File: config.mk
export PLATFORM = sky130hd
export DESIGN_NAME = pfr_top
export DESIGN_NICKNAME = d
export VERILOG_FILES = /design/src/hdl/pfr_pkg.sv /design/src/hdl/pfr_top.sv
export VERILOG_INCLUDE_DIRS = /design/src /design/src/hdl
export SDC_FILE = /design/constraint.sdc
export NUM_CORES = 1
export LEC_CHECK = 0
export ABC_AREA = 1
export ABC_CLOCK_PERIOD_IN_PS = 9150
export BUFFER_PORTS_ARGS = -buffer_cell sky130_fd_sc_hd__buf_2
export CORE_UTILIZATION = 30
export CTS_BUF_LIST = sky130_fd_sc_hd__clkbuf_8
export DETAILED_ROUTE_END_ITERATION = 7
export SYNTH_ARGS = -nofsm -noshare
export SYNTH_HDL_FRONTEND = slang
export SYNTH_SLANG_ARGS = --single-unit
File: constraint.sdc
create_clock -name clk_i -period 9.15 [get_ports clk_i]
set_clock_uncertainty 0.1 [all_clocks]
set_input_delay 1.3725 -clock clk_i [delete_from_list [all_inputs] [get_ports clk_i]]
set_output_delay 1.3725 -clock clk_i [all_outputs]
set_load 0.005 [all_outputs]
File: src/hdl/pfr_consts.svh
// constants for the fractional-N synthesizer control block
`ifndef PFR_CONSTS_SVH
`define PFR_CONSTS_SVH
// ************************************************************
// serial word layout
// ************************************************************
`define PFR_WORD_BITS 32
`define PFR_ADDR_MSB 2
`define PFR_ADDR_LSB 0
`define PFR_ADDR_R0 3'h0
`define PFR_ADDR_R1 3'h1
`define PFR_ADDR_R2 3'h2
`define PFR_ADDR_R3 3'h3
// word 0: integer and fraction
`define PFR_INT_MSB 30
`define PFR_INT_LSB 15
`define PFR_FRAC_MSB 14
`define PFR_FRAC_LSB 3
// word 1: phase word and fractional modulus
`define PFR_PHASE_MSB 26
`define PFR_PHASE_LSB 15
`define PFR_MOD_MSB 14
`define PFR_MOD_LSB 3
// word 2: dither (low spur) select
`define PFR_DITH_MSB 30
`define PFR_DITH_LSB 29
`define PFR_DITH_ON 2'h3
// word 3: divider mode and clock divider value
`define PFR_DMODE_MSB 16
`define PFR_DMODE_LSB 15
`define PFR_CDIV_MSB 14
`define PFR_CDIV_LSB 3
// ************************************************************
// reset values and limits
// ************************************************************
`define PFR_MOD_MIN 12'h002
`define PFR_CDIV_MIN 12'h001
`define PFR_CP_NORMAL 5'h01
`define PFR_CP_BOOST 5'h10
`define PFR_LFSR_SEED 21'h000001
`endif

File: src/hdl/pfr_pkg.sv
// types for the fractional-N synthesizer control block
package pfr_pkg;
  // divider mode field of word 3
  typedef enum logic [1:0] {
    PFR_MODE_OFF = 2'b00,
    PFR_MODE_FASTLOCK = 2'b01,
    PFR_MODE_RESYNC = 2'b10,
    PFR_MODE_RSVD = 2'b11
  } pfr_mode_e;
  // whole state of the block
  typedef struct packed {
    logic sclk_s1;
    logic sclk_s2;
    logic sclk_s3;
    logic sdat_s1;
    logic sdat_s2;
    logic le_s1;
    logic le_s2;
    logic le_s3;
    logic [31:0] shreg;
    logic [15:0] int_val;
    logic [11:0] frac;
    logic [11:0] fractional_modulus;
    logic [11:0] phase;
    pfr_mode_e div_mode;
    logic [11:0] clk_div;
    logic dither;
    logic new_freq;
    logic [7:0] pfd_cnt;
    logic pfd_en;
    logic [23:0] period;
    logic [23:0] fl_cnt;
    logic fast_lock;
    logic [4:0] cp_gain;
    logic [23:0] sync_cnt;
    logic sync_pulse;
    logic armed;
    logic seen;
    logic realign;
    logic [11:0] acc1;
    logic [11:0] acc2;
    logic [11:0] acc3;
    logic c2_d;
    logic c3_d;
    logic c3_dd;
    logic [3:0] code;
    logic [20:0] lfsr;
  } pfr_state_s;
endpackage

File: src/hdl/pfr_top.sv
// fast-lock timer, sigma-delta interpolator and phase resync control
// ************************************************************
// Overview of operation
// - divider mode 0,1 selects fast lock, timer loaded from clock divider times modulus
// - wide bandwidth held for count-derived comparison periods, then narrow again
// - charge pump gain is sixteen times normal during wide bandwidth
// - loop switch pin grounded during wide bandwidth in fast-lock mode
// - third-order sigma-delta interpolator, modulus any integer 2 to 4095
// - interpolator steps once per comparison cycle, step is rate over modulus
// - without dither code repeats after modulus-dependent length
// - with dither code repeats only after two to the 21 cycles
// - interpolator seeded with the phase word
// - divider mode 1,0 enables phase resynchronisation
// - resync timer pulses every clock divider times modulus comparison periods
// - clock divider is a 12-bit field, 1 to 4095
// - modulus is 12-bit field of word 1, used in sync interval
// - after a new frequency commit, realign phase on second sync pulse
// - phase word sets output phase linearly, 360 over modulus per step
// - 32 bits shifted on rising serial clock, latched when strobe rises
// ************************************************************
`timescale 1ns/100ps
`default_nettype none
`include "pfr_consts.svh"
module pfr_top #(
  parameter int PFD_DIV = 1
) (
  input wire logic clk_i,
  input wire logic sys_rst_i,
  input wire logic ser_clk_i,
  input wire logic ser_data_i,
  input wire logic latch_load_strobe_i,
  output logic [15:0] int_value_o,
  output logic [3:0] frac_code_o,
  output logic pfd_en_o,
  output logic [11:0] fractional_modulus_o,
  output logic [11:0] phase_word_o,
  output logic dither_o,
  output logic [1:0] div_mode_o,
  output logic fast_lock_o,
  output logic [4:0] cp_gain_o,
  output logic loop_switch_pin_o,
  output logic sync_pulse_o,
  output logic phase_realign_o
);
  // ************************************************************
  // reset state and helpers
  // ************************************************************
  localparam pfr_pkg::pfr_state_s RST = '{
    fractional_modulus: `PFR_MOD_MIN,
    clk_div: `PFR_CDIV_MIN,
    div_mode: pfr_pkg::PFR_MODE_OFF,
    cp_gain: `PFR_CP_NORMAL,
    lfsr: `PFR_LFSR_SEED,
    default: '0
  };
  localparam logic [7:0] PFD_LAST = 8'(PFD_DIV - 1);

  pfr_pkg::pfr_state_s s_q;
  pfr_pkg::pfr_state_s s_d;

  // one modulo accumulator stage: {carry, residue}
  function automatic logic [12:0] pfr_acc(input logic [11:0] a, input logic [11:0] b,
                                          input logic [11:0] m);
    logic [12:0] sum;
    sum = {1'b0, a} + {1'b0, b};
    if (sum >= {1'b0, m}) begin
      pfr_acc = {1'b1, 12'(sum - {1'b0, m})};
    end else begin
      pfr_acc = {1'b0, sum[11:0]};
    end
  endfunction

  // ************************************************************
  // next-state logic
  // ************************************************************
  always_comb begin
    logic sclk_rise;
    logic le_rise;
    logic [12:0] r1;
    logic [12:0] r2;
    logic [12:0] r3;
    logic [11:0] in1;
    logic [11:0] wv;
    sclk_rise = 1'b0;
    le_rise = 1'b0;
    r1 = '0;
    r2 = '0;
    r3 = '0;
    in1 = '0;
    wv = '0;
    s_d = s_q;
    // pins pass two flops; the third stage only feeds edge detection
    s_d.sclk_s1 = ser_clk_i;
    s_d.sclk_s2 = s_q.sclk_s1;
    s_d.sclk_s3 = s_q.sclk_s2;
    s_d.sdat_s1 = ser_data_i;
    s_d.sdat_s2 = s_q.sdat_s1;
    s_d.le_s1 = latch_load_strobe_i;
    s_d.le_s2 = s_q.le_s1;
    s_d.le_s3 = s_q.le_s2;
    sclk_rise = s_q.sclk_s2 & ~s_q.sclk_s3;
    le_rise = s_q.le_s2 & ~s_q.le_s3;

    // serial shift, msb first; data path delayed like the clock path
    if (sclk_rise) begin
      s_d.shreg = {s_q.shreg[30:0], s_q.sdat_s2};
    end
    // commit the addressed word on the strobe rising edge
    s_d.new_freq = 1'b0;
    if (le_rise) begin
      unique case (s_q.shreg[`PFR_ADDR_MSB:`PFR_ADDR_LSB])
        `PFR_ADDR_R0: begin
          s_d.int_val = s_q.shreg[`PFR_INT_MSB:`PFR_INT_LSB];
          s_d.frac = s_q.shreg[`PFR_FRAC_MSB:`PFR_FRAC_LSB];
          s_d.new_freq = 1'b1;
        end
        `PFR_ADDR_R1: begin
          s_d.phase = s_q.shreg[`PFR_PHASE_MSB:`PFR_PHASE_LSB];
          wv = s_q.shreg[`PFR_MOD_MSB:`PFR_MOD_LSB];
          // values below the legal floor would stall the accumulators
          s_d.fractional_modulus = (wv < `PFR_MOD_MIN) ? `PFR_MOD_MIN : wv;
        end
        `PFR_ADDR_R2: begin
          s_d.dither = (s_q.shreg[`PFR_DITH_MSB:`PFR_DITH_LSB] == `PFR_DITH_ON);
        end
        `PFR_ADDR_R3: begin
          s_d.div_mode = pfr_pkg::pfr_mode_e'(s_q.shreg[`PFR_DMODE_MSB:`PFR_DMODE_LSB]);
          wv = s_q.shreg[`PFR_CDIV_MSB:`PFR_CDIV_LSB];
          s_d.clk_div = (wv < `PFR_CDIV_MIN) ? `PFR_CDIV_MIN : wv;
        end
        default: begin
          // words for other latches belong to other blocks
        end
      endcase
    end

    // comparison-rate enable from the system clock
    if (s_q.pfd_cnt >= PFD_LAST) begin
      s_d.pfd_cnt = '0;
      s_d.pfd_en = 1'b1;
    end else begin
      s_d.pfd_cnt = s_q.pfd_cnt + 8'h01;
      s_d.pfd_en = 1'b0;
    end

    // shared interval: clock divider times modulus comparison periods
    s_d.period = {12'h000, s_q.clk_div} * {12'h000, s_q.fractional_modulus};

    // fast-lock timer; only mode 0,1 may start or hold it
    // gated on the incoming mode so the pin never shows wide bandwidth beside another mode
    if (s_d.div_mode != pfr_pkg::PFR_MODE_FASTLOCK) begin
      s_d.fast_lock = 1'b0;
      s_d.fl_cnt = '0;
    end else if (s_q.new_freq) begin
      s_d.fast_lock = 1'b1;
      s_d.fl_cnt = s_q.period;
    end else if (s_q.fast_lock && s_q.pfd_en) begin
      s_d.fl_cnt = s_q.fl_cnt - 24'h000001;
      if (s_q.fl_cnt <= 24'h000001) begin
        s_d.fast_lock = 1'b0;
      end
    end
    s_d.cp_gain = s_d.fast_lock ? `PFR_CP_BOOST : `PFR_CP_NORMAL;

    // periodic sync timer, running only in mode 1,0
    // incoming mode again: a tick may not leave in the cycle that idles the timer
    s_d.sync_pulse = 1'b0;
    s_d.realign = 1'b0;
    if (s_d.div_mode != pfr_pkg::PFR_MODE_RESYNC) begin
      s_d.sync_cnt = '0;
      s_d.armed = 1'b0;
      s_d.seen = 1'b0;
    end else begin
      if (s_q.pfd_en) begin
        if (s_q.sync_cnt + 24'h000001 >= s_q.period) begin
          s_d.sync_cnt = '0;
          s_d.sync_pulse = 1'b1;
        end else begin
          s_d.sync_cnt = s_q.sync_cnt + 24'h000001;
        end
      end
      // a new commit restarts the count even if a pulse lands with it
      if (s_q.new_freq) begin
        s_d.armed = 1'b1;
        s_d.seen = 1'b0;
      end else if (s_q.sync_pulse && s_q.armed) begin
        if (s_q.seen) begin
          s_d.realign = 1'b1;
          s_d.armed = 1'b0;
          s_d.seen = 1'b0;
        end else begin
          s_d.seen = 1'b1;
        end
      end
    end

    // dither source, 21-bit maximal sequence
    if (s_q.pfd_en) begin
      s_d.lfsr = {s_q.lfsr[19:0], s_q.lfsr[20] ^ s_q.lfsr[18]};
    end

    // three cascaded modulo accumulators with noise-shaping recombination
    in1 = s_q.dither ? 12'(s_q.frac + {11'h000, s_q.lfsr[0]}) : s_q.frac;
    r1 = pfr_acc(s_q.acc1, in1, s_q.fractional_modulus);
    r2 = pfr_acc(s_q.acc2, r1[11:0], s_q.fractional_modulus);
    r3 = pfr_acc(s_q.acc3, r2[11:0], s_q.fractional_modulus);
    if (s_q.new_freq || s_q.realign) begin
      // seed first stage with the phase word; it fixes the output phase
      s_d.acc1 = s_q.phase;
      s_d.acc2 = '0;
      s_d.acc3 = '0;
      s_d.c2_d = 1'b0;
      s_d.c3_d = 1'b0;
      s_d.c3_dd = 1'b0;
    end else if (s_q.pfd_en) begin
      s_d.acc1 = r1[11:0];
      s_d.acc2 = r2[11:0];
      s_d.acc3 = r3[11:0];
      s_d.c2_d = r2[12];
      s_d.c3_d = r3[12];
      s_d.c3_dd = s_q.c3_d;
      // repeat length follows from the modulo cycle of the stages
      s_d.code = {3'h0, r1[12]} + {3'h0, r2[12]} - {3'h0, s_q.c2_d}
                 + {3'h0, r3[12]} - {2'h0, s_q.c3_d, 1'b0} + {3'h0, s_q.c3_dd};
    end
  end

  // single state register
  always_ff @(posedge clk_i) begin
    if (sys_rst_i) begin
      s_q <= RST;
    end else begin
      s_q <= s_d;
    end
  end

  // ************************************************************
  // outputs, all taken from state flops
  // ************************************************************
  assign int_value_o = s_q.int_val;
  assign frac_code_o = s_q.code;
  assign pfd_en_o = s_q.pfd_en;
  assign fractional_modulus_o = s_q.fractional_modulus;
  assign phase_word_o = s_q.phase;
  assign dither_o = s_q.dither;
  assign div_mode_o = s_q.div_mode;
  assign fast_lock_o = s_q.fast_lock;
  assign cp_gain_o = s_q.cp_gain;
  // switch closes to ground exactly while wide bandwidth is active
  assign loop_switch_pin_o = s_q.fast_lock;
  assign sync_pulse_o = s_q.sync_pulse;
  assign phase_realign_o = s_q.realign;
endmodule
`default_nettype wire

==> summary.txt <==
Clock tree
  – Hold Buf Count CTS: 0
  – Clk_lat worst skew: 0.62 ns
  – CTS root buf: clkbuf_8
  – CTS tree: yes
  – Num CTS Buffers: 48
  – Clock buffer depth: 3
  – Clk pin slew, worst setup/hold paths: 0.06 ns
  – H-tree levels: 2
  – CTS Sinks: 250

Timing
  – Fin worst setup slack: 0.500 ns
  – # setup viols final: 0
  – Max-slew headroom: 32.0%
  – Highest clock rate: 0.116 GHz
  – Slew @ Worst Pin: 1.02 ns
  – Fin. max-slew vios: 0
  – Hold Violations, Final: 0
  – Tcrit/Tclk final: 94.5%
  – Min Hold Slack: 0.306 ns
  – Fin crit period: 8.65 ns

Logic synthesis
  – Post-synth ARST share: 0%
  – Cell taking the most area after synthesis: dfxtp_1
  – Synth Flop Type: dfxtp_1
  – Syn Inst Count: 2998
  – Synthesized area: 0.0204 mm2
  – Post-synthesis cell type count: 46
  – Synth cell count leaders: nand2_1 (679), inv_1 (477), nor2_1 (353)
  – Syn_area_per_cell: 6.80 um2
  – EDFF count, synth: 0
  – Largest cells by area after synthesis: dfxtp_1 (25%), nand2_1 (13%), fa_1 (11%)
  – Top cell type's share of synthesized area: 24.5%
  – Top-count cell post-synth: nand2_1
  – Register area share after synthesis: 24.5%
  – Warnings from Yosys: 0
  – FF+latch count, synth: 250

Placed design
  – Port Buf Inserts: 58
  – Cell Area, Placed: 0.0220 mm2
  – Place WS: -0.244 ns
  – Hpwl dp: 44500 um
  – GPL Wtd Cong: 0.939

Min path
  – Hold crit path type: reg2reg
  – HP Start: s_d[256]
  – WHS Path Cells: 2
  – Hold Path End: s_d[255]

Drt
  – Vias: 18651
  – Drt initial violations: 1135
  – Final WL: 58700 um
  – DR vias/cell: 4.66
  – Detail Route Antenna Nets: 0
  – # DRC: 0
  – DRT Pass-1 Iters: 5
  – Wire per inst: 14.7 um

Worst setup path
  – CP bufs+invs: 11
  – R2R cell count: 63
  – Most used cell along the critical path: nand2_1
  – Max FO, Critical Path: 6
  – CP Data Arrival Time: 9.00 ns
  – CP startpoint kind: flop
  – CP top delay family: adder cells
  – CP Capture Type: flop
  – Required @ worst endpoint: 9.50 ns
  – Max incr delay on CP: 0.39 ns
  – R2r setup slk: 0.50 ns
  – Slowest-stage cell, CP: fa_2
  – Reg-to-reg endpoint: frac_code_o[2]
  – WS Path Type: reg2reg
  – Crit Reg-Reg Startpoint: s_q[0]

GRT
  – Remaining global-route overflow: 0
  – First-pass GRT wire length: 92800 um
  – Antenna violations before repair: 2
  – Vias in the first global route: 17745
  – Largest net degree at the start of global routing: 109
  – GRT Util Overall: 16.6%

Layout
  – Area Growth Syn to Fin: 17.9%
  – Final Util: 35.8%
  – Share of layout cells above drive strength 1: 14.7%
  – Layout Nets: 3377
  – Design area: 0.0240 mm2

Run status
  – Outcome: completed

Die
  – FP Rows: 95
  – Die height: 263 um
  – Starting density of the core: 30.4%
  – Die W: 263 um
  – Core box area: 0.0672 mm2
  – Die area: 0.0690 mm2
  – # IOs: 62

Job
  – Max Cap Viol: 0
## how the worst max path moves through the flow
| stage | from | endpoint | slack, ns | depth (start not counted) |
|---|---|---|---|---|
| after floorplan | dither_o | frac_code_o[2] | 0.008 | 67 |
| after global placement | s_q[0] | frac_code_o[2] | -0.14 | 62 |
| after detailed placement | s_q[0] | frac_code_o[2] | -0.24 | 61 |
| after CTS | s_q[0] | frac_code_o[2] | 0.003 | 64 |
| after global routing | s_q[0] | frac_code_o[2] | -0.07 | 65 |
| final | s_q[0] | frac_code_o[2] | 0.50 | 63 |
## cell usage in the layout, fill, tap and decap left out, drive strengths merged, types with 4 or more instances in the layout
cell,n
nor3,22
a31oi,24
nand4,34
a21o,8
xor2,61
dfxtp,250
nor4,8
bufinv,4
inv,496
clkbuf,58
nand3,186
xnor2,24
nand3b,4
ha,172
o21ai,185
clkinv,12
a21oi,180
or2,7
nand2,682
nor2,355
buf,195
fa,108
and2,16
o21bai,14
## repair_timing
| action | CTS | global route |
|---|---|---|
| buffers inserted | 1 | 11 |
| endpoints found under the setup margin | 4 | 17 |
| pin swaps | 5 | 47 |
| hold endpoints to repair | 0 | 0 |
| resized for setup | 29 | 151 |
## sequential cells by signal, summed over array words and instances (netlist names)
register / count
cp_gain_o: 2
fractional_modulus_o: 12
int_value_o: 16
sync_pulse_o: 1
pfd_en_o: 1
s_d: 5
phase_realign_o: 1
dither_o: 1
frac_code_o: 4
div_mode_o: 2
s_q: 193
phase_word_o: 12
## final cells by class
| cell class | count | area [um2] |
|---|---|---|
| fillers | 7084 | 43100 |
| multi-input cells | 2112 | 13700 |
| flip-flops and latches | 250 | 5010 |
| inverters | 485 | 1820 |
| repair buffers | 195 | 1340 |
| well taps | 873 | 1090 |
| clock buffers | 58 | 798 |
| clock inverters | 29 | 241 |
| diodes | 1 | 2.50 |
## worst reg2reg max path, delay by kind of cell, from the launching register on
kind / cells / cell delay, ns
buffers and inverters: 11 / 1.10
and+or+nand+nor: 32 / 2.70
DFF: 1 / 0.33
xor gates and xnor gates: 4 / 0.70
AOI/OAI and AO/OA: 5 / 0.56
adders and majority gates: 11 / 2.93
## through the flow
| step | cells | setup TNS [ns] |
|---|---|---|
| after CTS | 3991 | 0 |
| after global placement | 3903 | -0.283 |
| final | 4003 | 0 |
| after detailed placement | 3903 | -0.703 |
| after global routing | 4003 | -0.0946 |
| after floorplan | 3000 | 0 |
## cells by family (layout without fill, tap and decap cells)
family | after synthesis | count (layout) | synth area share, %
simple gates | 1315 | 1315 | 26.6
mux | 1 | 1 | 0.0491
flops | 250 | 250 | 24.5
compound gates | 428 | 428 | 11.2
buf+inv | 638 | 767 | 12.8
xor+xnor | 85 | 85 | 3.65
fa+ha+maj | 280 | 280 | 21.2
other cells | 1 | 4 | 0.0184
## routing by layer
layer | part of all wire (%) | track usage, %
met1 | 47 | 22.1
met5 | 0 | 0
met2 | 46 | 27.5
met3 | 4.1 | 2.07
met4 | 3.0 | 5.60
Power is not shown: default switching activity piles up to over one toggle a cycle in this logic, so the estimate is an artifact.
